--- src/inc/rlc_consts.svh ---
/*
  Constants of the remote/local control front end: character codes,
  command words, bus message codes and serial timing counts.
  Assumes it is included by bare name from the modules.
*/
`ifndef RLC_CONSTS_SVH
`define RLC_CONSTS_SVH

// Serial timing, rate in Hz and baud
`define RLC_CLK_HZ     10000000
`define RLC_BAUD       9600
`define RLC_BIT_CYC    (`RLC_CLK_HZ / `RLC_BAUD)
`define RLC_HALF_CYC   (`RLC_BIT_CYC / 2)
`define RLC_DATA_BITS  8
`define RLC_STOP_BITS  1

// Character codes
`define RLC_CHR_CR     8'h0D
`define RLC_CHR_LF     8'h0A
`define RLC_CHR_SEMI   8'h3B
`define RLC_CHR_STAR   8'h2A
`define RLC_CHR_SPACE  8'h20
`define RLC_CHR_TAB    8'h09
`define RLC_CHR_XON    8'h11
`define RLC_CHR_XOFF   8'h13
`define RLC_CHR_LOW_A  8'h61
`define RLC_CHR_LOW_Z  8'h7A
`define RLC_CASE_BIT   8'h20

// Command words, right aligned
`define RLC_WORD_LOCAL   40'h4C4F43414C
`define RLC_WORD_REMOTE  48'h52454D4F5445
`define RLC_WORD_LOCKOUT 56'h4C4F434B4F5554
`define RLC_WORD_IDN     40'h2A49444E3F

// Bus messages sent with ATN true
`define RLC_MSG_GTL    8'h01
`define RLC_MSG_LLO    8'h11

`endif

--- src/inc/rlc_pkg.sv ---
/*
  Types of the remote/local control front end.
  Assumes rlc_consts.svh sits on the include path.
*/
package rlc_pkg;

  // Operating state, one-hot
  typedef enum logic [3:0] {
    ST_LOCAL      = 4'h1,
    ST_LOCAL_LOCK = 4'h2,
    ST_REMOTE     = 4'h4,
    ST_REMOTE_LOCK = 4'h8
  } ctl_state_t;

  // Origin of a command byte
  typedef enum logic [0:0] {
    SRC_SERIAL = 1'h0,
    SRC_BUS    = 1'h1
  } src_t;

endpackage

--- src/verilog/pair_buffer.sv ---
/*
  Two-entry buffer with valid/ready on both sides; head comes from a flop.
  Assumes one clock, synchronous active-high reset and a clock enable.
*/
`timescale 1ns/1ps
module pair_buffer
#(
  parameter int W = 11
)
(
  input  wire logic         clk,
  input  wire logic         rst,
  input  wire logic         ce,
  input  wire logic [W-1:0] in_data,
  input  wire logic         in_valid,
  output logic              in_ready,
  output logic [W-1:0]      out_data,
  output logic              out_valid,
  input  wire logic         out_ready
);

  logic [W-1:0] tail_q;   // Second entry
  logic         full_q;   // Second entry holds a word
  logic         push;     // Word accepted
  logic         pop;      // Word delivered

  assign push     = in_valid & ~full_q;
  assign pop      = out_ready & out_valid;
  assign in_ready = ~full_q;

  ////////////////////////////////////////////////////////////////////////////
  // Head and tail update; a full buffer refuses until the head drains
  always_ff @(posedge clk)
  begin
    if (rst)
    begin
      out_valid <= '0;
      full_q    <= '0;
      out_data  <= '0;
      tail_q    <= '0;
    end
    else if (ce)
    begin
      if (pop)
      begin
        // Head leaves; tail or new word moves up
        out_data  <= full_q ? tail_q : in_data;
        out_valid <= full_q | push;
        full_q    <= full_q & push;
        if (push)
          tail_q <= in_data;
      end
      else if (push)
      begin
        // Fill head first, then tail
        if (out_valid)
        begin
          tail_q <= in_data;
          full_q <= '1;
        end
        else
        begin
          out_data  <= in_data;
          out_valid <= '1;
        end
      end
    end
  end

endmodule

--- src/verilog/remote_local_control_front.sv ---
/*
  Remote-control front end: serial receiver and transmitter, bus data and
  message intake, case folding, command word matching and the four-state
  local/remote/lockout controller with front-panel gating.
  Assumes a bus engine on the same clock delivers bytes, ATN and the
  listen-addressed state, and that the panel scanner is on the same clock.
*/
`timescale 1ns/1ps
`include "rlc_consts.svh"
module remote_local_control_front
  import rlc_pkg::*;
#(
  parameter int                ID_LEN  = 16,
  parameter logic [8*ID_LEN-1:0] ID_TEXT = {"ANYCO,CAL,0,1.0", `RLC_CHR_CR} // Arbitrary
)
(
  input  wire logic       clk,
  input  wire logic       rst,
  input  wire logic       ce,
  input  wire logic       ser_rx_pin,
  output logic            ser_tx_pin,
  input  wire logic       ren_pin,
  input  wire logic       bus_listen,
  input  wire logic [7:0] bus_byte,
  input  wire logic       bus_atn,
  input  wire logic       bus_byte_valid,
  output logic            bus_byte_ready,
  output logic [7:0]      talk_data,
  output logic            talk_valid,
  input  wire logic       talk_ready,
  input  wire logic       key_local_pin,
  input  wire logic [7:0] key_code,
  input  wire logic       key_valid,
  output logic [7:0]      panel_code,
  output logic            panel_valid,
  output logic [7:0]      cmd_data,
  output logic            cmd_src,
  output logic            cmd_common,
  output logic            cmd_end,
  output logic            cmd_valid,
  input  wire logic       cmd_ready,
  output logic            remote_ind,
  output logic            lockout_ind,
  output logic            rx_overrun
);

  localparam int IW = $clog2(ID_LEN + 1);

  ////////////////////////////////////////////////////////////////////////////
  // Pin synchronisers: serial line, REN, local key
  logic [2:0] pin_raw;     // Raw pins
  logic [2:0] sync1_q;     // First stage, read by second only
  logic [2:0] sync2_q;     // Second stage
  logic       ren_old_q;   // REN last cycle
  logic       key_old_q;   // Local key last cycle
  logic       rx_line;
  logic       ren_s;
  logic       key_s;

  assign pin_raw = {key_local_pin, ren_pin, ser_rx_pin};
  for (genvar g = 0; g < 3; g++)
  begin : g_sync
    // Two flops per pin
    always_ff @(posedge clk)
    begin
      if (rst)
      begin
        sync1_q[g] <= 1'h1 ^ (g != 0);
        sync2_q[g] <= 1'h1 ^ (g != 0);
      end
      else if (ce)
      begin
        sync1_q[g] <= pin_raw[g];
        sync2_q[g] <= sync1_q[g];
      end
    end
  end
  assign rx_line = sync2_q[0];
  assign ren_s   = sync2_q[1];
  assign key_s   = sync2_q[2];

  ////////////////////////////////////////////////////////////////////////////
  // Serial receiver, fixed 8N1 at the set rate
  logic [10:0] rx_cnt_q;   // Baud counter
  logic [3:0]  rx_bit_q;   // 0 idle, 1 start, 2..9 data, 10 stop
  logic [7:0]  rx_sh_q;    // Data shifter
  logic        rx_done_q;  // Byte ready pulse

  // Sample mid-bit; a glitch start is dropped
  always_ff @(posedge clk)
  begin
    if (rst)
    begin
      rx_cnt_q  <= '0;
      rx_bit_q  <= '0;
      rx_sh_q   <= '0;
      rx_done_q <= '0;
    end
    else if (ce)
    begin
      rx_done_q <= '0;
      if (rx_bit_q == 4'h0)
      begin
        if (!rx_line)
        begin
          rx_bit_q <= 4'h1;
          rx_cnt_q <= 11'(`RLC_HALF_CYC - 1);
        end
      end
      else if (rx_cnt_q != 11'h000)
        rx_cnt_q <= rx_cnt_q - 11'h001;
      else
      begin
        rx_cnt_q <= 11'(`RLC_BIT_CYC - 1);
        if (rx_bit_q == 4'h1)
          rx_bit_q <= rx_line ? 4'h0 : 4'h2;
        else if (rx_bit_q == 4'(`RLC_DATA_BITS + 2))
        begin
          // Stop bit must be high; no parity is checked
          rx_done_q <= rx_line;
          rx_bit_q  <= 4'h0;
        end
        else
        begin
          rx_sh_q  <= {rx_line, rx_sh_q[7:1]};
          rx_bit_q <= rx_bit_q + 4'h1;
        end
      end
    end
  end

  ////////////////////////////////////////////////////////////////////////////
  // Intake: case folding and one holding stage per source
  logic [7:0] ser_up;        // Folded serial byte
  logic [7:0] bus_up;        // Folded bus byte
  logic       rx_flow;       // Received XON or XOFF
  logic       bus_data_take; // Bus data byte accepted
  logic       bus_msg;       // Bus message byte
  logic [7:0] ser_hold_q;    // Serial byte waiting
  logic       ser_hv_q;
  logic [7:0] bus_hold_q;    // Bus byte waiting
  logic       tx_pause_q;    // Host sent XOFF
  logic       buf_ready;
  logic       push_ser;
  logic       push_bus;

  function automatic logic [7:0] fold(input logic [7:0] c);
    fold = (c >= `RLC_CHR_LOW_A && c <= `RLC_CHR_LOW_Z) ? (c & ~`RLC_CASE_BIT) : c;
  endfunction

  assign ser_up   = fold(rx_sh_q);
  assign bus_up   = fold(bus_byte);
  assign rx_flow  = (rx_sh_q == `RLC_CHR_XON) || (rx_sh_q == `RLC_CHR_XOFF);
  assign bus_data_take = bus_byte_valid & bus_byte_ready & ~bus_atn;
  assign bus_msg  = bus_byte_valid & bus_atn;
  assign push_ser = ser_hv_q & buf_ready;
  assign push_bus = ~bus_byte_ready & buf_ready & ~ser_hv_q;

  // Serial wins the buffer; the bus stage holds NRFD by dropping ready
  always_ff @(posedge clk)
  begin
    if (rst)
    begin
      ser_hold_q     <= '0;
      ser_hv_q       <= '0;
      bus_hold_q     <= '0;
      bus_byte_ready <= '1;
      tx_pause_q     <= '0;
      rx_overrun     <= '0;
    end
    else if (ce)
    begin
      if (rx_done_q && rx_flow)
        tx_pause_q <= (rx_sh_q == `RLC_CHR_XOFF);
      else if (rx_done_q)
      begin
        // A byte over a full stage replaces the waiting byte; the loss is flagged
        rx_overrun <= rx_overrun | (ser_hv_q & ~push_ser);
        ser_hold_q <= ser_up;
        ser_hv_q   <= '1;
      end
      else if (push_ser)
        ser_hv_q <= '0;
      if (bus_data_take)
      begin
        bus_hold_q     <= bus_up;
        bus_byte_ready <= '0;
      end
      else if (push_bus)
        bus_byte_ready <= '1;
    end
  end

  ////////////////////////////////////////////////////////////////////////////
  // Command word matching, one tracker per source
  logic [7:0]  in_ch;        // Byte entering the buffer
  logic        in_src;
  logic        in_push;
  logic        in_term;      // CR, LF or semicolon
  logic        in_blank;
  logic [63:0] word_q [2];   // Last word characters
  logic [3:0]  len_q  [2];   // Word length, saturating
  logic        done_q [2];   // Word ended by a blank
  logic        star_q [2];   // Command opened with an asterisk
  logic        in_first;
  logic        in_common;
  logic        hit_local;
  logic        hit_remote;
  logic        hit_lock;
  logic        hit_idn;

  assign in_ch    = push_ser ? ser_hold_q : bus_hold_q;
  assign in_src   = push_ser ? SRC_SERIAL : SRC_BUS;
  assign in_push  = push_ser | push_bus;
  assign in_term  = (in_ch == `RLC_CHR_CR) || (in_ch == `RLC_CHR_LF) ||
                    (in_ch == `RLC_CHR_SEMI);
  assign in_blank = (in_ch == `RLC_CHR_SPACE) || (in_ch == `RLC_CHR_TAB);
  assign in_first = (len_q[in_src] == 4'h0) && !in_blank && !in_term;
  assign in_common = star_q[in_src] | (in_first & (in_ch == `RLC_CHR_STAR));

  // Word match at each terminator; serial-only words need the serial source
  assign hit_local  = in_push & in_term & (in_src == SRC_SERIAL) & (len_q[0] == 4'h5) &
                      (word_q[0][39:0] == `RLC_WORD_LOCAL);
  assign hit_remote = in_push & in_term & (in_src == SRC_SERIAL) & (len_q[0] == 4'h6) &
                      (word_q[0][47:0] == `RLC_WORD_REMOTE);
  assign hit_lock   = in_push & in_term & (in_src == SRC_SERIAL) & (len_q[0] == 4'h7) &
                      (word_q[0][55:0] == `RLC_WORD_LOCKOUT);
  assign hit_idn    = in_push & in_term & (len_q[in_src] == 4'h5) &
                      (word_q[in_src][39:0] == `RLC_WORD_IDN);

  for (genvar s = 0; s < 2; s++)
  begin : g_word
    // Leading blanks skipped, trailing text after a blank ignored
    always_ff @(posedge clk)
    begin
      if (rst || (ce && in_push && in_src == s && in_term))
      begin
        word_q[s] <= '0;
        len_q[s]  <= '0;
        done_q[s] <= '0;
        star_q[s] <= '0;
      end
      else if (ce && in_push && in_src == s)
      begin
        if (in_blank)
          done_q[s] <= (len_q[s] != 4'h0);
        else if (!done_q[s])
        begin
          word_q[s] <= {word_q[s][55:0], in_ch};
          len_q[s]  <= (len_q[s] == 4'hF) ? len_q[s] : len_q[s] + 4'h1;
          if (len_q[s] == 4'h0)
            star_q[s] <= (in_ch == `RLC_CHR_STAR);
        end
      end
    end
  end

  ////////////////////////////////////////////////////////////////////////////
  // Command stream buffer toward the parser
  pair_buffer #(.W(11)) u_buf
  (
    .clk       (clk),
    .rst       (rst),
    .ce        (ce),
    .in_data   ({in_src, in_common, in_term, in_ch}),
    .in_valid  (in_push),
    .in_ready  (buf_ready),
    .out_data  ({cmd_src, cmd_common, cmd_end, cmd_data}),
    .out_valid (cmd_valid),
    .out_ready (cmd_ready)
  );

  ////////////////////////////////////////////////////////////////////////////
  // Local/remote/lockout controller
  ctl_state_t st_q;
  ctl_state_t st_d;
  logic       listen_old_q;   // Addressed-with-REN last cycle
  logic       key_press;
  logic       ren_fall;
  logic       mla_rise;
  logic       gtl_bus;
  logic       llo_bus;
  logic       go_remote;
  logic       go_local;
  logic       go_lock;

  assign key_press = key_s & ~key_old_q;
  assign ren_fall  = ~ren_s & ren_old_q;
  assign mla_rise  = ren_s & bus_listen & ~listen_old_q;
  assign gtl_bus   = bus_msg & bus_listen & (bus_byte == `RLC_MSG_GTL);
  assign llo_bus   = bus_msg & (bus_byte == `RLC_MSG_LLO);
  assign go_remote = hit_remote | mla_rise;
  assign go_local  = hit_local | gtl_bus;
  assign go_lock   = hit_lock | llo_bus;

  // A fall of REN outranks other requests in the remote and lockout states only
  always_comb
  begin
    st_d = st_q;
    case (st_q)
      ST_LOCAL:
        if (go_remote)
          st_d = ST_REMOTE;
        else if (go_lock)
          st_d = ST_LOCAL_LOCK;
      ST_REMOTE:
        if (ren_fall || key_press || go_local)
          st_d = ST_LOCAL;
        else if (go_lock)
          st_d = ST_REMOTE_LOCK;
      ST_LOCAL_LOCK:
        if (ren_fall || hit_local)
          st_d = ST_LOCAL;
        else if (go_remote)
          st_d = ST_REMOTE_LOCK;
      ST_REMOTE_LOCK:
        if (ren_fall)
          st_d = ST_LOCAL;
        else if (go_local)
          st_d = ST_LOCAL_LOCK;
      default:
        st_d = ST_LOCAL;
    endcase
  end

  // State, indicators and gated panel keys
  always_ff @(posedge clk)
  begin
    if (rst)
    begin
      st_q         <= ST_LOCAL;
      remote_ind   <= '0;
      lockout_ind  <= '0;
      panel_code   <= '0;
      panel_valid  <= '0;
      ren_old_q    <= '0;
      key_old_q    <= '0;
      listen_old_q <= '0;
    end
    else if (ce)
    begin
      st_q         <= st_d;
      remote_ind   <= (st_d == ST_REMOTE) || (st_d == ST_REMOTE_LOCK);
      lockout_ind  <= (st_d == ST_LOCAL_LOCK) || (st_d == ST_REMOTE_LOCK);
      panel_code   <= key_code;
      panel_valid  <= key_valid && ((st_q == ST_LOCAL) || (st_q == ST_LOCAL_LOCK));
      ren_old_q    <= ren_s;
      key_old_q    <= key_s;
      listen_old_q <= ren_s & bus_listen;
    end
  end

  ////////////////////////////////////////////////////////////////////////////
  // Identification answer, serial transmitter and bus talk output
  logic [IW-1:0] id_idx_q;   // Next character
  logic          id_busy_q;
  logic          id_bus_q;   // Answer goes out on the bus
  logic          id_last;
  logic [7:0]    id_ch;
  logic [9:0]    tx_sh_q;    // Stop, data, start
  logic [3:0]    tx_bit_q;   // 0 idle
  logic [10:0]   tx_cnt_q;
  logic          xoff_sent_q;
  logic          tx_idle;
  logic          flow_due;   // XON or XOFF owed to the host
  logic          tx_id;      // Serial takes an answer byte
  logic          bus_id;     // Talk register takes an answer byte

  assign id_ch    = ID_TEXT[8*(ID_LEN - 1 - int'(id_idx_q)) +: 8];
  assign id_last  = (id_idx_q == IW'(ID_LEN - 1));
  assign tx_idle  = (tx_bit_q == 4'h0);
  assign flow_due = (xoff_sent_q == buf_ready);
  assign tx_id    = tx_idle & ~flow_due & ~tx_pause_q & id_busy_q & ~id_bus_q;
  assign bus_id   = id_busy_q & id_bus_q & (~talk_valid | talk_ready);

  // Answers are only sent when asked; a query during an answer is dropped
  always_ff @(posedge clk)
  begin
    if (rst)
    begin
      id_idx_q    <= '0;
      id_busy_q   <= '0;
      id_bus_q    <= '0;
      tx_sh_q     <= '1;
      tx_bit_q    <= '0;
      tx_cnt_q    <= '0;
      ser_tx_pin  <= '1;
      xoff_sent_q <= '0;
      talk_data   <= '0;
      talk_valid  <= '0;
    end
    else if (ce)
    begin
      if (hit_idn && !id_busy_q)
      begin
        id_busy_q <= '1;
        id_bus_q  <= (in_src == SRC_BUS);
        id_idx_q  <= '0;
      end
      else if (tx_id || bus_id)
      begin
        id_idx_q  <= id_idx_q + IW'(1);
        id_busy_q <= ~id_last;
      end
      if (bus_id)
      begin
        talk_data  <= id_ch;
        talk_valid <= '1;
      end
      else if (talk_ready)
        talk_valid <= '0;
      if (tx_idle && flow_due)
      begin
        tx_sh_q     <= {1'h1, (buf_ready ? `RLC_CHR_XON : `RLC_CHR_XOFF), 1'h0};
        xoff_sent_q <= ~buf_ready;
        tx_bit_q    <= 4'(`RLC_DATA_BITS + `RLC_STOP_BITS + 2);
        tx_cnt_q    <= '0;
      end
      else if (tx_id)
      begin
        tx_sh_q  <= {1'h1, id_ch, 1'h0};
        tx_bit_q <= 4'(`RLC_DATA_BITS + `RLC_STOP_BITS + 2);
        tx_cnt_q <= '0;
      end
      else if (!tx_idle)
      begin
        if (tx_cnt_q != 11'h000)
          tx_cnt_q <= tx_cnt_q - 11'h001;
        else
        begin
          // Last step only waits out the stop bit
          tx_cnt_q <= 11'(`RLC_BIT_CYC - 1);
          tx_bit_q <= tx_bit_q - 4'h1;
          if (tx_bit_q != 4'h1)
          begin
            ser_tx_pin <= tx_sh_q[0];
            tx_sh_q    <= {1'h1, tx_sh_q[9:1]};
          end
        end
      end
    end
  end

endmodule

--- config.mk ---
export PLATFORM = sky130hd
export DESIGN_NAME = remote_local_control_front
export DESIGN_NICKNAME = d
export VERILOG_FILES = /design/src/inc/rlc_pkg.sv /design/src/verilog/pair_buffer.sv /design/src/verilog/remote_local_control_front.sv
export VERILOG_INCLUDE_DIRS = /design/src /design/src/inc
export SDC_FILE = /design/constraint.sdc
export NUM_CORES = 1
export LEC_CHECK = 0
export BUFFER_PORTS_ARGS = -buffer_cell sky130_fd_sc_hd__buf_2
export CORE_ASPECT_RATIO = 1.4
export CORE_MARGIN = 2
export CORE_UTILIZATION = 50
export CTS_CLUSTER_SIZE = 14
export DETAILED_ROUTE_END_ITERATION = 10
export MAX_ROUTING_LAYER = met4
export PLACE_DENSITY = 0.71
export SLEW_MARGIN = 25
export SYNTH_ARGS = -nofsm -noshare
export SYNTH_HDL_FRONTEND = slang
export SYNTH_SLANG_ARGS = --single-unit
--- constraint.sdc ---
create_clock -name clk -period 3.5 [get_ports clk]
set_input_delay 0.7 -clock clk [delete_from_list [all_inputs] [get_ports clk]]
set_output_delay 0.7 -clock clk [all_outputs]
set_load 0.05 [all_outputs]
==> metrics.txt, run 1 <==
Congestion Overflow GR=0; CTS tree=done; CTS max path bufs=3; clk_skew=0.0102 ns; PortBufs=61; post-cts gate resize count=0; routed via count=8103; f_max=326 MHz; CP Max Fanout=16; Pwr per Cell Area=513 nW/um^2; Hold Crit Class=in2reg; H-tree Lvls=1; R2R depth=9; wire per inst=16.2 um; Crit. Startpoint=u_buf.full_q; final setup fails=0; Ports=63; cts bufs inserted=24; RSZ-0062 raised after global routing=false; die area=23300 um^2; met1 usage=25.8%; Synth area leaders=edfxtp_1 29%, dfxtp_1 24%, nor2_1 6.3%, and2_1 4.8%, mux2i_1 3.9%; vias in the first global route=7814; status=complete, no violations; Horiz. Die Dim=130 um; Clk Tree Root Cell=clkbuf_16; drt drc=0; clock sinks=241; yosys warns=0; maxcap violations=0; commonest non-fill, non-tap cell in the layout=nor2_1; ANT cells=0; Startpoint Class=flop; Post-CTS Setup Bufs=0; r2r setup slk=0.43 ns; first-pass GRT wire length=39300 um; Avg Inst Size Synth=9.99 um^2; Leak=4.75 nW; dominant cell type by area after synthesis=edfxtp_1; FF-to-FF Start=u_buf.full_q; post-synth cell types=82; Rel. slew slack=34.6%; Req. time, crit path=3.88 ns; Mapped Cells=1104; register area share after synthesis=53.5%; Tot Pwr=6.37 mW; routing usage on met3=2.56%; flops & latches, synth=241; met2 GRT Util=36.7%; HP Start=ser_rx_pin; layout cells sized above 1=12.7%; largest net degree at the start of global routing=120; GP Congestion=0.912; Syn-to-layout area delta=12.7%; ys flop type=dfxtp_1; Netlist Area Pre-Place=11000 um^2; nets@finish=1193; Final Hold Vio Count=0; vias per inst=5.52; gr busiest metal=met2; Clock Pin Slew Worst Setup and Hold Paths=0.06 ns; hold buffers post-CTS=0; Worst Hold End=sync1_q[0]; critical path class=reg2reg; Final Cycle Share=87.7%; Fin Setup TNS=0 ns; Worst-Margin Slew=0.977 ns; drt pass-1 iters=7; hold depth=2; Async SR Flop Fraction=0%; Final ANT Viol Nets=0; Min Clock Period, post-route=3.07 ns; Worst Setup End Kind=flop; number of flops mapped to enable cells by yosys=108; Core Footprint=21800 um^2; row count=64; Slew Limit Fails=0; drt first-iter violations=617; Post-Syn Nets=1144; Clock Latency Late Sink=0.51 ns; number of fill cells=1970; initial antenna violation count=0; total track usage=21.1%; worst r2r dst=id_idx_q[1]; Initial Utilization=50.6%; Routed WL=23800 um; most frequent cells in the layout=185 x nor2_1, 133 x dfxtp_1, 108 x edfxtp_1; peak supply drop=376 uV; chip height=180 um; Worst EP arrival=3.45 ns; dpl hpwl=16300 um; post-synth top area share=29.4%
[through the flow]
stage | cells | hold slack, ns | setup slack (ns) | util (%) | cell area, um^2
2_1_floorplan | 1104 | 0.430 | 0.321 | - | 11000
3_3_place_gp | 1424 | 0.446 | 0.495 | 53.5 | 11600
3_5_place_dp | 1424 | 0.447 | 0.366 | 53.5 | 11600
4_1_cts | 1467 | 0.393 | 0.341 | 57.0 | 12400
5_1_grt | 1467 | 0.396 | 0.177 | 57.1 | 12400
6_report | 1467 | 0.408 | 0.430 | 57.1 | 12400
[flip-flops by register name, summed over array words and instances (netlist names), 9 cells and up]
name / flops
u_buf.out_data: 11
tx_cnt_q: 11
word_q: 96
u_buf.tail_q: 11
rx_cnt_q: 11
tx_sh_q: 9
[metal layers]
layer | routed length (um) | part of all wire, %
met1 | 9860 | 41
met2 | 12400 | 52
met3 | 924 | 3.9
met4 | 588 | 2.5
met5 | 0 | 0
[cell usage after synthesis, drive strengths merged, types with 10 or more instances]
library cell and n:
nor2 187, dfxtp 133, edfxtp 108, and2 85, nand2 71, a21oi 61
clkbuf 43, mux2i 43, a211oi 27, nor3 25, inv 24, nand3 24
o21ai 24, nand2b 17, buf 16, nor4 13, xnor2 13, ha 12
nand4 12, nor2b 11, nor4b 10
[logic make-up (layout without fill, tap and decap cells)]
| logic type | count (synthesis) | count (layout) | synth area share, % |
|---|---|---|---|
| AO/OA/AOI/OAI | 178 | 178 | 10.9 |
| XOR/XNOR | 22 | 22 | 1.75 |
| adder cells (fa/ha/maj) | 12 | 12 | 1.36 |
| buffers and inverters | 83 | 149 | 3.22 |
| flip-flops | 241 | 241 | 53.5 |
| multiplexers | 47 | 47 | 4.41 |
| other | 1 | 1 | 0.0340 |
| AND/OR/NAND/NOR | 520 | 520 | 24.7 |
[critical path, cell delays in order (launching register included)]
cell and delay [ns]:
dfxtp_1 0.33, buf_4 0.20, or4b_4 0.54, o31a_1 0.14, nor4b_4 0.37, a32oi_1 0.31
nor4_4 0.59, o21ai_1 0.18, a32oi_1 0.22, nor2_1 0.05
[worst max path at each step]
stage                         end  slack [ns]  cells past startpoint
floorplan            word_q[1][0]        0.32                      5
global placement    word_q[1][31]        0.50                      8
detailed placement  word_q[1][33]        0.37                      8
CTS                 word_q[1][33]        0.34                      8
global route          tx_cnt_q[7]        0.18                     10
finish                id_idx_q[1]        0.43                      9
[power breakdown]
group | internal (mW) | switching, mW | total [mW]
sequential | 3.08 | 0.107 | 3.19
combinational | 0.267 | 0.400 | 0.667
clock | 1.46 | 1.06 | 2.52
[layout make-up]
class | count | area, um^2 | area share [%]
flip-flops and latches | 241 | 5910 | 47.5
inverters | 24 | 90.1 | 0.725
clock inverters | 7 | 38.8 | 0.312
multi-input cells | 780 | 4780 | 38.5
repair buffers | 82 | 503 | 4.05
clock buffers | 36 | 741 | 5.96
well taps | 297 | 372 | 2.99
Power figures use the tool's default switching activity.
==> run 2, diff against run 1 <==
--- a/config.mk
+++ b/config.mk
@@ -10,8 +10,10 @@
 export CORE_ASPECT_RATIO = 1.4
 export CORE_MARGIN = 2
 export CORE_UTILIZATION = 50
+export CTS_BUF_LIST = sky130_fd_sc_hd__clkbuf_4 sky130_fd_sc_hd__clkbuf_8 sky130_fd_sc_hd__clkbuf_16
 export CTS_CLUSTER_SIZE = 14
 export DETAILED_ROUTE_END_ITERATION = 10
+export GPL_ROUTABILITY_DRIVEN = 0
 export MAX_ROUTING_LAYER = met4
 export PLACE_DENSITY = 0.71
 export SLEW_MARGIN = 25
==> metrics.txt, run 2 (same netlist as run 1, synthesis figures left out) <==
Non-Filler Instances=1467 (unchanged); chip height=180 um (unchanged); slowest stage delay, CP=0.59 ns (about the same); initial antenna violation count=0 (unchanged); Clk Tree Root Cell=clkbuf_16; Met3 Routed Length=931 um (+0.76%); first-pass GRT wire length=39300 um (about the same); Clock Pin Slew Worst Setup and Hold Paths=0.06 ns (about the same); critical path class=reg2reg; Startpoint Class=flop; Leak=4.76 nW (+0.23%); Worst Hold Slack=0.409 ns (+0.000645 ns); Worst EP arrival=3.45 ns (about the same); r2r setup slk=0.43 ns (about the same); H-tree Lvls=1 (unchanged); cell count after placement=1424 (unchanged); HP Start=ser_rx_pin; nets@finish=1193 (unchanged); Ports=63 (unchanged); CP max stage cell=nor4_4; Slew Limit Fails=0 (unchanged); CP top delay family=simple AND/OR/NAND/NOR gates; hold depth=2 (unchanged); Rel. slew slack=34.6% (+0.079 points); cts bufs inserted=24 (unchanged); post-cts gate resize count=0 (unchanged); Core Footprint=21800 um^2 (unchanged); ANT cells=0 (unchanged); maxcap violations=0 (unchanged); CTS tree=done; vias per inst=5.54 (+0.28%); Initial Utilization=50.6% (unchanged); dpl hpwl=16300 um (unchanged); clock sinks=241 (unchanged); status=complete, no violations; total track usage=21.1% (unchanged); R2R depth=9 (unchanged); Worst Hold End=sync1_q[0]; Post-CTS Setup Bufs=0 (unchanged); f_max=325 MHz (about the same); row count=64 (unchanged); wire per inst=16.2 um (about the same); CP Max Fanout=16 (unchanged); CTS max path bufs=3 (unchanged); Final Cycle Share=87.8% (about the same); Syn-to-layout area delta=12.9%; final setup fails=0 (unchanged); drt first-iter violations=669 (+8.4%); most frequent cells in the layout=185 x nor2_1, 133 x dfxtp_1, 108 x edfxtp_1; DRT met1 WL=9890 um (+0.29%); commonest non-fill, non-tap cell in the layout=nor2_1; crit path cell chain=buf_4 > or4b_4 > o31a_1 > nor4b_4 > a32oi_1 > nor4_4 > o21ai_1 > a32oi_1 > nor2_1; Req. time, crit path=3.88 ns (about the same); Horiz. Die Dim=130 um (unchanged); clk_skew=0.00986 ns (-0.000377 ns); die area=23300 um^2 (unchanged); Pwr per Cell Area=515 nW/um^2 (+0.38%); Min Clock Period, post-route=3.07 ns (+0.00252 ns); Final Hold Vio Count=0 (unchanged); Worst-Margin Slew=0.976 ns (-0.00119 ns); Fin Setup TNS=0 ns (unchanged); Routed WL=23700 um (about the same); Most common cell on crit path=a32oi_1; layout cells sized above 1=13.0% (+0.26 points); Hold Crit Class=in2reg; Congestion Overflow GR=0 (unchanged); Largest Register=word_q; Worst Setup End Kind=flop; drt pass-1 iters=5 (-2); Tot Pwr=6.41 mW (+0.51%); routed via count=8126 (+0.28%); Highest Signal Layer=met4; hold buffers post-CTS=0 (unchanged); max FFs per register=96 (unchanged); worst path bufs/invs=1 (unchanged); RSZ-0062 raised after global routing=false; worst r2r dst=id_idx_q[1]; largest net degree at the start of global routing=120 (unchanged); vias in the first global route=7817 (+0.038%); Clock Latency Late Sink=0.51 ns (about the same); peak supply drop=376 uV (about the same); Final ANT Viol Nets=0 (unchanged); PortBufs=61 (unchanged); drt drc=0 (unchanged); routed wl met2=12300 um (-0.41%); FF-to-FF Start=u_buf.full_q
==> run 2: how the worst max path moves through the flow <==
| stage | from | end | depth (start not counted) |
|---|---|---|---|
| after floorplan | ce | word_q[1][0] | 5 |
| after global placement | ser_hv_q | word_q[1][31] | 8 |
| after detailed placement | ser_hv_q | word_q[1][33] | 8 |
| after CTS | ser_hv_q | word_q[1][33] | 8 |
| after global routing | tx_bit_q[0] | tx_cnt_q[7] | 10 |
| final | u_buf.full_q | id_idx_q[1] | 9 |
==> run 2: cell type report <==
| class | instances | area, um^2 |
|---|---|---|
| repair buffers | 82 | 503 |
| clock inverters | 7 | 38.8 |
| inverters | 24 | 90.1 |
| fillers | 1962 | 9330 |
| flip-flops and latches | 241 | 5910 |
| well taps | 297 | 372 |
| multi-input cells | 780 | 4780 |
| clock buffers | 36 | 757 |
==> run 2: per-layer routing <==
layer / vias up / GRT usage [%]
li1: 4024 / -
met1: 3902 / 25.8
met2: 155 / 36.7
met3: 45 / 2.56
met4: 0 / 5.85
met5: - / -
==> run 2: through the flow <==
step | area, um^2 | util [%] | worst slack, ns
after floorplan | 11000 | - | 0.321
after global placement | 11600 | 53.5 | 0.495
after detailed placement | 11600 | 53.5 | 0.366
after CTS | 12400 | 57.1 | 0.341
after global routing | 12400 | 57.1 | 0.177
final | 12400 | 57.1 | 0.427
==> run 2: report_power, final <==
group / switching [mW] / internal, mW / total, mW
registers: 0.107 / 3.08 / 3.19
clock network: 1.06 / 1.50 / 2.55
logic: 0.400 / 0.267 / 0.667
total: 1.56 / 4.84 / 6.41
